<file path="config.mk">
export PLATFORM = sky130hd
export DESIGN_NAME = dual_feedback_path
export DESIGN_NICKNAME = d
export VERILOG_FILES = /design/src/rtl/fb_path_pkg.sv /design/src/rtl/pin_sync.sv /design/src/rtl/dual_feedback_path.sv
export SDC_FILE = /design/constraint.sdc
export NUM_CORES = 2
export LEC_CHECK = 0
export BUFFER_PORTS_ARGS = -buffer_cell sky130_fd_sc_hd__buf_2
export CAP_MARGIN = 20
export CORE_MARGIN = 2
export CORE_UTILIZATION = 43
export CTS_CLUSTER_DIAMETER = 120
export DETAILED_ROUTE_END_ITERATION = 12
export PLACE_DENSITY = 0.69
export SYNTH_ARGS = -nofsm -noshare
export SYNTH_HDL_FRONTEND = slang
export SYNTH_SLANG_ARGS = --single-unit
</file>
<file path="constraint.sdc">
create_clock -name core_clk -period 17.5 [get_ports core_clk]
set_input_delay 3.5 -clock core_clk [delete_from_list [all_inputs] [get_ports core_clk]]
set_output_delay 3.5 -clock core_clk [all_outputs]
set_load 0.03 [all_outputs]
</file>
<file path="src/rtl/fb_path_pkg.sv">
// Shared constants and types for the dual feedback position path
package fb_path_pkg;

  // ==========================================================
  // Register map (byte addresses on the APB)
  localparam logic [7:0] CTRL_OFS     = 8'h00;
  localparam logic [7:0] GEAR_NUM_OFS = 8'h04;
  localparam logic [7:0] GEAR_DEN_OFS = 8'h08;
  localparam logic [7:0] FILTER_OFS   = 8'h0c;
  localparam logic [7:0] STATUS_OFS   = 8'h10;
  localparam logic [7:0] MOTOR_GR_OFS = 8'h14;
  localparam logic [7:0] LOAD_CUM_OFS = 8'h18;
  localparam logic [7:0] LOAD_INF_OFS = 8'h1c;
  localparam logic [7:0] BLEND_OFS    = 8'h20;
  localparam logic [7:0] HOME_POS_OFS = 8'h24;
  localparam logic [7:0] MOTOR_RW_OFS = 8'h28;

  // ==========================================================
  // Control field positions
  localparam int CTRL_OPMODE_BIT = 0;
  localparam int CTRL_LOOPSEL_BIT = 1;
  localparam int CTRL_SWITCH_BIT = 2;
  localparam int CTRL_POL_BIT = 3;
  localparam int CTRL_HOME_BIT = 8;
  localparam int CTRL_CLR_BIT = 9;

  // ==========================================================
  // Reset values and filter figures
  localparam logic [15:0] GEAR_RST  = 16'h0001;
  localparam logic [12:0] FILT_RST  = 13'h000a;   // 10
  localparam logic [12:0] FILT_SEMI = 13'h0000;   // 0
  localparam logic [12:0] FILT_FULL = 13'h1194;   // 4500
  localparam int          BLEND_SHIFT = 24;
  localparam logic [12:0] BLEND_RECIP = 13'h0e90; // 2^24/4500

  // ==========================================================
  // Modes and states
  typedef enum logic [1:0] {
    LOOP_SEMI = 2'h0,
    LOOP_DUAL = 2'h1,
    LOOP_FULL = 2'h2
  } loopMode_t;

  typedef enum logic [4:0] {
    HOME_IDLE   = 5'h01,
    HOME_ARMED  = 5'h02,
    HOME_MARKED = 5'h04,
    HOME_DONE   = 5'h08,
    HOME_FAIL   = 5'h10
  } homeState_t;

endpackage

</file>
<file path="src/rtl/pin_sync.sv">
// Two-flop synchroniser with edge detection for a group of pins
module pin_sync #(
  parameter int W = 1
) (
  input  wire logic         core_clk, // System clock
  input  wire logic         sys_rst,  // Synchronous reset, high
  input  wire logic [W-1:0] pinRaw,   // Asynchronous pins
  output logic      [W-1:0] pinLevel, // Synchronised level
  output logic      [W-1:0] pinRise,  // One-cycle rising edge
  output logic      [W-1:0] pinFall   // One-cycle falling edge
);

  typedef struct packed {
    logic [W-1:0] s1;
    logic [W-1:0] s2;
    logic [W-1:0] s3;
  } syncState_t;

  syncState_t state_q;
  syncState_t state_d;

  // ==========================================================
  // Shift chain; only the second stage reads the first
  always_comb begin
    state_d    = state_q;
    state_d.s1 = pinRaw;
    state_d.s2 = state_q.s1;
    state_d.s3 = state_q.s2;
  end

  always_ff @(posedge core_clk) begin
    if (sys_rst) begin
      state_q <= '0;
    end else begin
      state_q <= state_d;
    end
  end

  // Edges from the settled stages
  assign pinLevel = state_q.s2;
  assign pinRise  = state_q.s2 & ~state_q.s3;
  assign pinFall  = ~state_q.s2 & state_q.s3;

endmodule // pin_sync

</file>
<file path="src/rtl/dual_feedback_path.sv">
// Dual feedback position path: gear, load count, blend, home return
module dual_feedback_path
  import fb_path_pkg::*;
(
  input  wire logic        core_clk,   // System clock, 100 MHz
  input  wire logic        sys_rst,    // Synchronous reset, high
  input  wire logic        psel,       // APB select
  input  wire logic        penable,    // APB access phase
  input  wire logic        pwrite,     // APB write
  input  wire logic [7:0]  paddr,      // APB byte address
  input  wire logic [31:0] pwdata,     // APB write data
  output logic      [31:0] prdata,     // APB read data
  output logic             pready,     // APB ready
  output logic             pslverr,    // APB error, unmapped address
  input  wire logic        motorStep,  // Motor encoder count pulse
  input  wire logic        motorDir,   // Motor direction, high is CCW
  input  wire logic        loadStep,   // Load encoder count pulse
  input  wire logic        loadDir,    // Load direction, high is up
  input  wire logic        loadIndex,  // Load reference mark or Z-phase
  input  wire logic        dogIn,      // Proximity dog, high while on
  input  wire logic        encFault,   // Load encoder alarm level
  output logic      [31:0] blendFb,    // Blended position feedback
  output logic      [1:0]  loopMode,   // Effective control mode
  output logic             homeDone,   // Home return finished
  output logic             homeFail    // Home return failed
);

  typedef struct packed {
    logic              opFull;
    logic              loopSel;
    logic              switchCmd;
    logic              polarity;
    logic [15:0]       numA;
    logic [15:0]       numB;
    logic [15:0]       denA;
    logic [15:0]       denB;
    logic [12:0]       filt;
    logic signed [33:0] resid;
    logic [31:0]       motorRaw;
    logic [31:0]       motorGeared;
    logic [31:0]       loadCum;
    logic [31:0]       loadInfo;
    logic [31:0]       blend;
    logic [31:0]       homePos;
    loopMode_t         mode;
    homeState_t        home;
    logic [31:0]       rdata;
    logic              rdValid;
    logic              rdErr;
  } state_t;

  state_t state_q;
  state_t state_d;

  // ==========================================================
  // Pin synchronisers
  logic [6:0] pinLevel;
  logic [6:0] pinRise;
  logic [6:0] pinFall;

  pin_sync #(
    .W (7)
  ) u_pins (
    .core_clk (core_clk),
    .sys_rst  (sys_rst),
    .pinRaw   ({encFault, dogIn, loadIndex, loadDir, loadStep,
                motorDir, motorStep}),
    .pinLevel (pinLevel),
    .pinRise  (pinRise),
    .pinFall  (pinFall)
  );

  logic mStepEv;
  logic mDirLvl;
  logic lStepEv;
  logic lDirLvl;
  logic idxEv;
  logic dogOffEv;
  logic faultLvl;

  assign mStepEv  = pinRise[0];
  assign mDirLvl  = pinLevel[1];
  assign lStepEv  = pinRise[2];
  assign lDirLvl  = pinLevel[3];
  assign idxEv    = pinRise[4];
  assign dogOffEv = pinFall[5];
  assign faultLvl = pinLevel[6];

  // ==========================================================
  // Gear products and blend arithmetic
  logic [31:0]        gearNum;
  logic [31:0]        gearDen;
  logic signed [31:0] fbDiff;
  logic signed [59:0] blendProd;

  assign gearNum   = state_q.numA * state_q.numB;
  assign gearDen   = state_q.denA * state_q.denB;
  assign fbDiff    = $signed(state_q.loadCum - state_q.motorGeared);
  assign blendProd = fbDiff * $signed({1'b0, state_q.filt})
                     * $signed({1'b0, BLEND_RECIP});

  // ==========================================================
  // APB decode helpers
  logic        setupPh;
  logic        wrEn;
  logic        mapped;
  logic [31:0] rdMux;

  assign setupPh = psel && !penable;
  assign wrEn    = psel && penable && pwrite && state_q.rdValid;

  // Read mux and address check
  always_comb begin
    rdMux  = 32'h0000_0000;
    mapped = 1'b1;
    case (paddr)
      CTRL_OFS: begin
        rdMux[CTRL_OPMODE_BIT]  = state_q.opFull;
        rdMux[CTRL_LOOPSEL_BIT] = state_q.loopSel;
        rdMux[CTRL_SWITCH_BIT]  = state_q.switchCmd;
        rdMux[CTRL_POL_BIT]     = state_q.polarity;
      end
      GEAR_NUM_OFS: rdMux = {state_q.numB, state_q.numA};
      GEAR_DEN_OFS: rdMux = {state_q.denB, state_q.denA};
      FILTER_OFS:   rdMux = {19'h0_0000, state_q.filt};
      STATUS_OFS:   rdMux = {23'h00_0000,
                             state_q.home == HOME_DONE,
                             state_q.home == HOME_FAIL,
                             state_q.home, state_q.mode};
      MOTOR_GR_OFS: rdMux = state_q.motorGeared;
      LOAD_CUM_OFS: rdMux = state_q.loadCum;
      LOAD_INF_OFS: rdMux = state_q.loadInfo;
      BLEND_OFS:    rdMux = state_q.blend;
      HOME_POS_OFS: rdMux = state_q.homePos;
      MOTOR_RW_OFS: rdMux = state_q.motorRaw;
      default:      mapped = 1'b0;
    endcase
  end

  // ==========================================================
  // Next-state logic
  logic signed [33:0] residNext;
  logic signed [33:0] numS;
  logic signed [33:0] denS;
  logic [31:0]        loadStepVal;
  logic               homeStart;

  always_comb begin
    state_d     = state_q;
    numS        = $signed({2'b00, gearNum});
    denS        = $signed({2'b00, gearDen});
    residNext   = state_q.resid;
    loadStepVal = 32'h0000_0000;
    homeStart   = 1'b0;

    // Bus handshake: read data captured in setup, ready in access
    state_d.rdValid = setupPh;
    if (setupPh) begin
      state_d.rdata = pwrite ? 32'h0000_0000 : rdMux;
      state_d.rdErr = !mapped;
    end

    // Motor raw count and fractional gear residue
    if (mStepEv) begin
      state_d.motorRaw = mDirLvl ? state_q.motorRaw + 32'h1
                                 : state_q.motorRaw - 32'h1;
      residNext = mDirLvl ? state_q.resid + numS
                          : state_q.resid - numS;
    end
    // Emit one geared count per cycle while residue spans a unit
    if (gearDen != 32'h0000_0000) begin
      if (residNext >= denS) begin
        residNext = residNext - denS;
        state_d.motorGeared = state_q.motorGeared + 32'h1;
      end else if (residNext <= -denS) begin
        residNext = residNext + denS;
        state_d.motorGeared = state_q.motorGeared - 32'h1;
      end
    end
    state_d.resid = residNext;

    // Load cumulative count, polarity applied, held while faulted
    if (lStepEv && !faultLvl) begin
      loadStepVal = (lDirLvl ^ state_q.polarity) ? 32'h0000_0001
                                                 : 32'hffff_ffff;
      state_d.loadCum = state_q.loadCum + loadStepVal;
    end
    // Load info clears on each mark; the mark wins over a step
    if (idxEv) begin
      state_d.loadInfo = 32'h0000_0000;
    end else begin
      state_d.loadInfo = state_q.loadInfo + loadStepVal;
    end

    // Effective control mode from mode selects and filter
    if (!state_q.opFull || (state_q.loopSel && !state_q.switchCmd)) begin
      state_d.mode = LOOP_SEMI;
    end else if (state_q.filt == FILT_SEMI) begin
      state_d.mode = LOOP_SEMI;
    end else if (state_q.filt >= FILT_FULL) begin
      state_d.mode = LOOP_FULL;
    end else begin
      state_d.mode = LOOP_DUAL;
    end

    // Blended feedback by mode
    case (state_q.mode)
      LOOP_SEMI: state_d.blend = state_q.motorGeared;
      LOOP_FULL: state_d.blend = state_q.loadCum;
      LOOP_DUAL: state_d.blend = state_q.motorGeared
                   + blendProd[BLEND_SHIFT+31:BLEND_SHIFT];
      default:   state_d.blend = state_q.motorGeared;
    endcase

    // Register writes
    if (wrEn) begin
      case (paddr)
        CTRL_OFS: begin
          state_d.opFull    = pwdata[CTRL_OPMODE_BIT];
          state_d.loopSel   = pwdata[CTRL_LOOPSEL_BIT];
          state_d.switchCmd = pwdata[CTRL_SWITCH_BIT];
          state_d.polarity  = pwdata[CTRL_POL_BIT];
          homeStart         = pwdata[CTRL_HOME_BIT];
          if (pwdata[CTRL_CLR_BIT]) begin
            state_d.motorRaw    = 32'h0000_0000;
            state_d.motorGeared = 32'h0000_0000;
            state_d.loadCum     = 32'h0000_0000;
            state_d.loadInfo    = 32'h0000_0000;
            state_d.resid       = '0;
          end
        end
        GEAR_NUM_OFS: begin
          state_d.numA = pwdata[15:0];
          state_d.numB = pwdata[31:16];
        end
        GEAR_DEN_OFS: begin
          state_d.denA = pwdata[15:0];
          state_d.denB = pwdata[31:16];
        end
        FILTER_OFS: begin
          state_d.filt = (pwdata[12:0] > FILT_FULL) ? FILT_FULL
                                                    : pwdata[12:0];
        end
        default: begin
        end
      endcase
    end

    // Home return sequencer, load-side marks only
    case (state_q.home)
      HOME_IDLE, HOME_DONE, HOME_FAIL: begin
        if (homeStart) begin
          state_d.home = HOME_ARMED;
        end
      end
      HOME_ARMED: begin
        if (idxEv) begin
          state_d.homePos = state_q.loadCum;
          state_d.home = dogOffEv ? HOME_DONE : HOME_MARKED;
        end else if (dogOffEv) begin
          state_d.home = HOME_FAIL;
        end
      end
      HOME_MARKED: begin
        if (dogOffEv) begin
          state_d.home = HOME_DONE;
        end
      end
      default: state_d.home = HOME_IDLE;
    endcase
    if (homeStart && state_q.home != HOME_IDLE
        && state_q.home != HOME_DONE && state_q.home != HOME_FAIL) begin
      state_d.home = HOME_ARMED;
    end
  end

  // ==========================================================
  // State register
  always_ff @(posedge core_clk) begin
    if (sys_rst) begin
      state_q      <= '0;
      state_q.numA <= GEAR_RST;
      state_q.numB <= GEAR_RST;
      state_q.denA <= GEAR_RST;
      state_q.denB <= GEAR_RST;
      state_q.filt <= FILT_RST;
      state_q.mode <= LOOP_SEMI;
      state_q.home <= HOME_IDLE;
    end else begin
      state_q <= state_d;
    end
  end

  // ==========================================================
  // Outputs
  assign prdata   = state_q.rdata;
  assign pready   = state_q.rdValid;
  assign pslverr  = state_q.rdValid && state_q.rdErr;
  assign blendFb  = state_q.blend;
  assign loopMode = state_q.mode;
  assign homeDone = state_q.home == HOME_DONE;
  assign homeFail = state_q.home == HOME_FAIL;

endmodule // dual_feedback_path

</file>
# Word-level counts from Yosys, hierarchy flattened
# Cells that the tools add are included.
[classes]
n_addsub = 13
multipliers = 4
magnitude_cmp = 4
n_eq_ne = 26
muxes = 33
bitwise = 5
reduce_logical = 30
[ops]
columns = ["op", "n"]
rows = [
  ["2-to-1 mux 162 bit", 3],
  ["2-to-1 mux 32 bit", 10],
  ["case mux 28 bit (10 select lines)", 1],
  ["2-to-1 mux 34 bit", 5],
  ["adder 32 bit", 3],
  ["adder 34 x 33 -> 34 bit", 2],
  ["subtractor 34 x 33 -> 34 bit", 2],
  ["adder 32 x 1 -> 32 bit (second input constant)", 2],
  ["multiplier 16 x 16 -> 32 bit", 2],
  ["case mux 32 bit (2 select lines)", 1],
  ["subtractor 32 x 1 -> 32 bit (second input constant)", 2],
  ["multiplier 46 x 9 -> 52 bit (second input constant)", 1],
  ["multiplier 32 x 14 -> 46 bit", 1],
  ["case mux 4 bit (11 select lines)", 1],
  ["greater-or-equal comparator 34 x 33 -> 1 bit", 1],
  ["less-or-equal comparator 34 bit", 1],
  ["negation 32 -> 34 bit", 1],
  ["equality test 8 x 5 -> 1 bit (second input constant)", 4],
  ["nonzero test 32 bit", 1],
  ["subtractor 32 bit", 1],
  ["equality test 8 x 6 -> 1 bit (second input constant)", 3],
  ["2-to-1 mux 5 bit", 4],
  ["equality test 8 x 4 -> 1 bit (second input constant)", 2],
  ["case mux 5 bit (3 select lines)", 1],
  ["35 further kinds", 60],
]
[word_totals]
regBits = 368
input_bits = 52
output_inout_bits = 70
wordCells = 140

# Depth between registers and ports, before layout
[logic_depth]
word_depth = 11
mapped_depth = 69
mapped_depth_nobuf = 68

# Cells and area by module
# A second synthesis with hierarchy kept.
[hier_totals]
cells_unflattened = 8232
hier_area_um2 = 68052.8
[modules_own_cells]
columns = ["module", "instances", "cells_each", "area_per_inst_um2", "seq_area_each_um2"]
rows = [
  ["dual_feedback_path", 1, 8167, 67288.3, 6966.7],
  ["pin_sync", 1, 65, 764.5, 420.4],
]

# Least setup slack after synthesis
# OpenSTA, ideal clock, no wires.
[synth_path]
path_kind = "register to register"
startpoint = "reg state_q[137] (netlist bit)"
endpoint = "reg state_q (netlist bit blendFb[28])"
setup_ns = 0.095
arrival_ns = 14.636
required_ns = 17.405
setup_slack_ns = 2.769
path_stages_with_launch = 68
path_buffers = 1
period_less_slack_ns = 14.731
cell_sequence = "dfxtp_1 -> inv_1 -> ha_1 -> fa_1 -> nor2b_1 -> o21ai_0 -> a21boi_0 -> o21ai_0 -> a21boi_0 -> o21ai_0 -> a21oi_1 -> o21ai_0 -> o21bai_1 -> a21oi_1 -> xnor2_1 -> clkbuf_1 -> and2_1 -> fa_1 -> [... 32 more ...] -> a21o_1 -> a41oi_1 -> nor2b_1 -> o21a_1 -> o21a_1 -> nor2_1 -> inv_1 -> a21oi_1 -> xnor2_1 -> ha_1 -> or3_1 -> a211oi_1 -> nor3_1 -> a2111oi_0 -> o22ai_1 -> nor4b_1 -> o21ai_0 -> a221oi_1"
[synth_via]
elab_chain_len = 5
[synth_lines]
columns = ["item", "line_no", "text"]
rows = [
  ["from (decl)", "dual_feedback_path.sv:52", "state_t state_q;"],
  ["from (signal assigned)", "dual_feedback_path.sv:290", "state_q <= state_d;"],
  ["subtractor 32 bit", "dual_feedback_path.sv:98", "assign fbDiff = $signed(state_q.loadCum - state_q.motorGeared);"],
  ["multiplier 32 x 14 -> 46 bit", "dual_feedback_path.sv:99", "assign blendProd = fbDiff * $signed({1'b0, state_q.filt})"],
  ["multiplier 46 x 9 -> 52 bit", "dual_feedback_path.sv:100", "* $signed({1'b0, BLEND_RECIP});"],
  ["adder 32 bit", "dual_feedback_path.sv:211", "+ blendProd[BLEND_SHIFT+31:BLEND_SHIFT];"],
  ["case mux 32 bit (2 select lines)", "dual_feedback_path.sv:207", "case (state_q.mode)"],
]
# Every way passes these cells.
# A chain may end at the register's enable or synchronous reset.

# Worst setup path in the final report
[layout_path]
startpoint = "reg state_q[137] (netlist bit)"
endpoint = "reg state_q (netlist bit blendFb[31])"
# Same word-level chain as after synthesis.

==> flow_summary_export.csv <==
group,metric,value,unit
status,outcome,"completed",
placed_design,placed_area,71180,um2
route,drc,0,
clock_network,clk_latency,0.62,ns
timing,fmax,60.59,MHz
route,drt_iter0_drc,5435,
timing,period_share,94.30,%
worst_setup_path,crit_required,17.93,ns
synthesis,ys_seq_elements,366,
worst_setup_path,worstSetupStartpoint,"state_q[137]",
worst_setup_path,worstSetupPathType,"flip-flop to flip-flop",
timing,finClkSkew,0.02549,ns
worst_setup_path,crit_path_max_fanout,9,
placed_design,portBuffers,121,
route,drt-total-wl,220200,um
route,detail_route.wl_per_cell,21.20,um
final_layout,drive_gt1_share,5.136,%
clock_network,clkTransAtPathRegs,0.06,ns
final_layout,synthToLayoutAreaGrowth,5.867,%
worst_setup_path,arrival,16.94,ns
synthesis,synth_area,68690,um2
timing,worst_pin_slew,1.176,ns
global_routing,grt_usage,26.75,%
synthesis,synth_edf_count,0,
placed_design,dp_slack,1.061,ns
worst_setup_path,cp-start-kind,"flip-flop",
worst_setup_path,timing.rr.start,"state_q[137]",
final_layout,nets,9989,
synthesis,ys_seq_area_share,10.67,%
global_routing,grt_first_pass_wirelength,344300,um
route,vias,60160,
clock_network,clock_sinks,366,
timing,setup_viol,0,
global_routing,grt_overflow,0,
worst_setup_path,cp_slowest_cell,"xnor2_1",
global_routing,grt_max_degree,112,
job,cap_violations,0,
die,die_h,403.7,um
worst_setup_path,max_stage_delay,0.71,ns
timing,fin_setup_tns,0,ns
synthesis,netlist_instances,8427,
hold_path,min_path_type,"flip-flop to flip-flop",
route,drt-pass1-iter-count,6,
clock_network,htree_levels,2,
timing,rsz0062_at_grt,"no",
global_routing,antenna_found_initial,10,
timing,relSlewSlack,21.38,%
worst_setup_path,worst_setup_path_end_kind,"flip-flop",
die,coreArea,158600,um2
worst_setup_path,cp_common_cell,"fa_1",
route,ant_nets,0,
final_layout,final_cells,10390,
die,die_w,403.7,um
timing,hold_viol,0,
timing,setup_ws,0.9967,ns
die,num_io_pins,122,
synthesis,ys.flop_type,"dfxtp_1",
global_routing,grt_pass1_vias,60830,
die,rows,146,
hold_path,hp-start,"u_pins.state_d[13]",
synthesis,synth_cell_type_count,106,
synthesis,async_reset_ff_share,0,%
timing,post-route-min-period,16.50,ns
clock_network,cts_hold_buf,0,
placed_design,globalplace.congestion,0.9809,
synthesis,syn_avg_cell_area,8.151,um2
placed_design,dp_cells,10310,
clock_network,cts_tree,"yes",
clock_network,cts_made_buffers,43,
clock_network,clockBufferDepth,3,
route,viasPerCell,5.790,
final_layout,postLayoutCellArea,72720,um2
synthesis,synth_nets,10130,
die,start_util,43.32,%
placed_design,hpwlAfterDp,175400,um
clock_network,root_buffer,"clkbuf_16",
timing,drv_slew,0,
synthesis,ys_warn_count,0,
die,die_area,163000,um2
[cells in the mapped netlist, types with 58 or more instances]
master       n  area, um2
inv_1     1280       4805
nand2_1   1170       4392
fa_1       904      18100
ha_1       750       9384
a21oi_1    477       2387
nor2_1     391       1468
and2_1     380       2377
dfxtp_1    366       7327
clkbuf_1   361       1355
xnor2_1    265       2321
o21ai_0    177      885.9
a21o_1     145       1089
nand3_1    130      650.6
xor2_1     129       1130
nor3_1     127      635.6
a22oi_1    126      945.9
nor2b_1     87      544.3
a211oi_1    74      555.5
nand2b_1    74      462.9
nand4_1     74      462.9
o21a_1      69      518.0
buf_4       68      510.5
o21bai_1    58      435.4
[repair_timing]
action / in CTS / in global routing
resized for setup: 0 / 1
setup endpoints to repair: 0 / 1
buffers inserted: 0 / 0
[sequential cells by signal, indices dropped and copies added (netlist names)]
name / count
blendFb: 32
u_pins.pinLevel: 7
u_pins.state_q: 4
u_pins.state_d: 7
loopMode: 2
prdata: 32
pready: 1
state_q: 281
[layout make-up]
type	count	area (um2)
diodes	4	10.01
clock buffers	55	1151
clock inverters	21	376.6
fillers	15470	85840
inverters	1284	4820
multi-input cells	6319	54720
flip-flops and latches	366	7327
well taps	2072	2592
repair buffers	269	1723
[layout by cell type (no fill, tap or decap), drive strengths merged, types with 19 or more instances in the layout]
master / Yosys / layout
inv: 1281 / 1283
nand2: 1172 / 1172
fa: 904 / 904
ha: 750 / 750
a21oi: 478 / 478
nor2: 391 / 391
and2: 380 / 380
dfxtp: 366 / 366
buf: 96 / 269
xnor2: 265 / 265
o21ai: 196 / 196
a21o: 145 / 145
nand3: 130 / 130
xor2: 129 / 129
nor3: 128 / 128
a22oi: 126 / 126
nor2b: 87 / 87
a211oi: 75 / 75
nand4: 75 / 75
nand2b: 74 / 74
o21a: 69 / 69
o21bai: 58 / 58
a221oi: 56 / 56
and3: 55 / 55
clkbuf: 362 / 55
mux2i: 41 / 41
nor4: 41 / 41
a31oi: 39 / 39
or3: 38 / 38
o31ai: 31 / 31
o211ai: 27 / 27
or2: 21 / 21
or4: 19 / 19
a22o: 19 / 19
[worst paths after layout]
| check | endpoint | slack (ns) | cells past startpoint |
|---|---|---|---|
| setup / recovery | blendFb[31] | 1.0 | 62 |
| hold / removal | u_pins.pinLevel[6] | 0.44 | 1 |
| setup reg to reg | blendFb[31] | 1.0 | 62 |
| hold reg to reg | u_pins.pinLevel[6] | 0.44 | 1 |
[critical path: cells and delay by family (launching register included)]
family          cells  cell delay (ns)
fa+ha+maj          15             6.08
compound gates     23             5.27
simple gates       13             2.34
xor+xnor            2             1.41
buf+inv             8             0.58
flops               1             0.50
mux                 1             0.14
[metal layers]
metal,part of all wire [%],global-route usage [%]
met1,40,34.35
met2,46,43.93
met3,8.3,3.810
met4,5.8,13.52
met5,0.028,0
[per-stage QoR]
step | hold slack (ns) | utilization [%]
2_1_floorplan | 0.4138 | -
3_3_place_gp | 0.4167 | 44.88
3_5_place_dp | 0.4278 | 44.89
4_1_cts | 0.4416 | 45.85
5_1_grt | 0.4463 | 45.86
6_report | 0.4414 | 45.86
[kinds of logic (layout without fill, tap and decap cells)]
family	count (synthesis)	in the layout	share of synthesized area (%)
compound gates	1551	1551	15.18
mux	43	43	0.6302
flops	366	366	10.67
fa+ha+maj	1654	1654	40.01
simple gates	2676	2676	18.52
buf+inv	1742	1629	9.947
xor+xnor	395	395	5.056
other cells	0	4	0
Power is not shown: default switching activity piles up to over one toggle a cycle in this logic, so the estimate is an artifact.
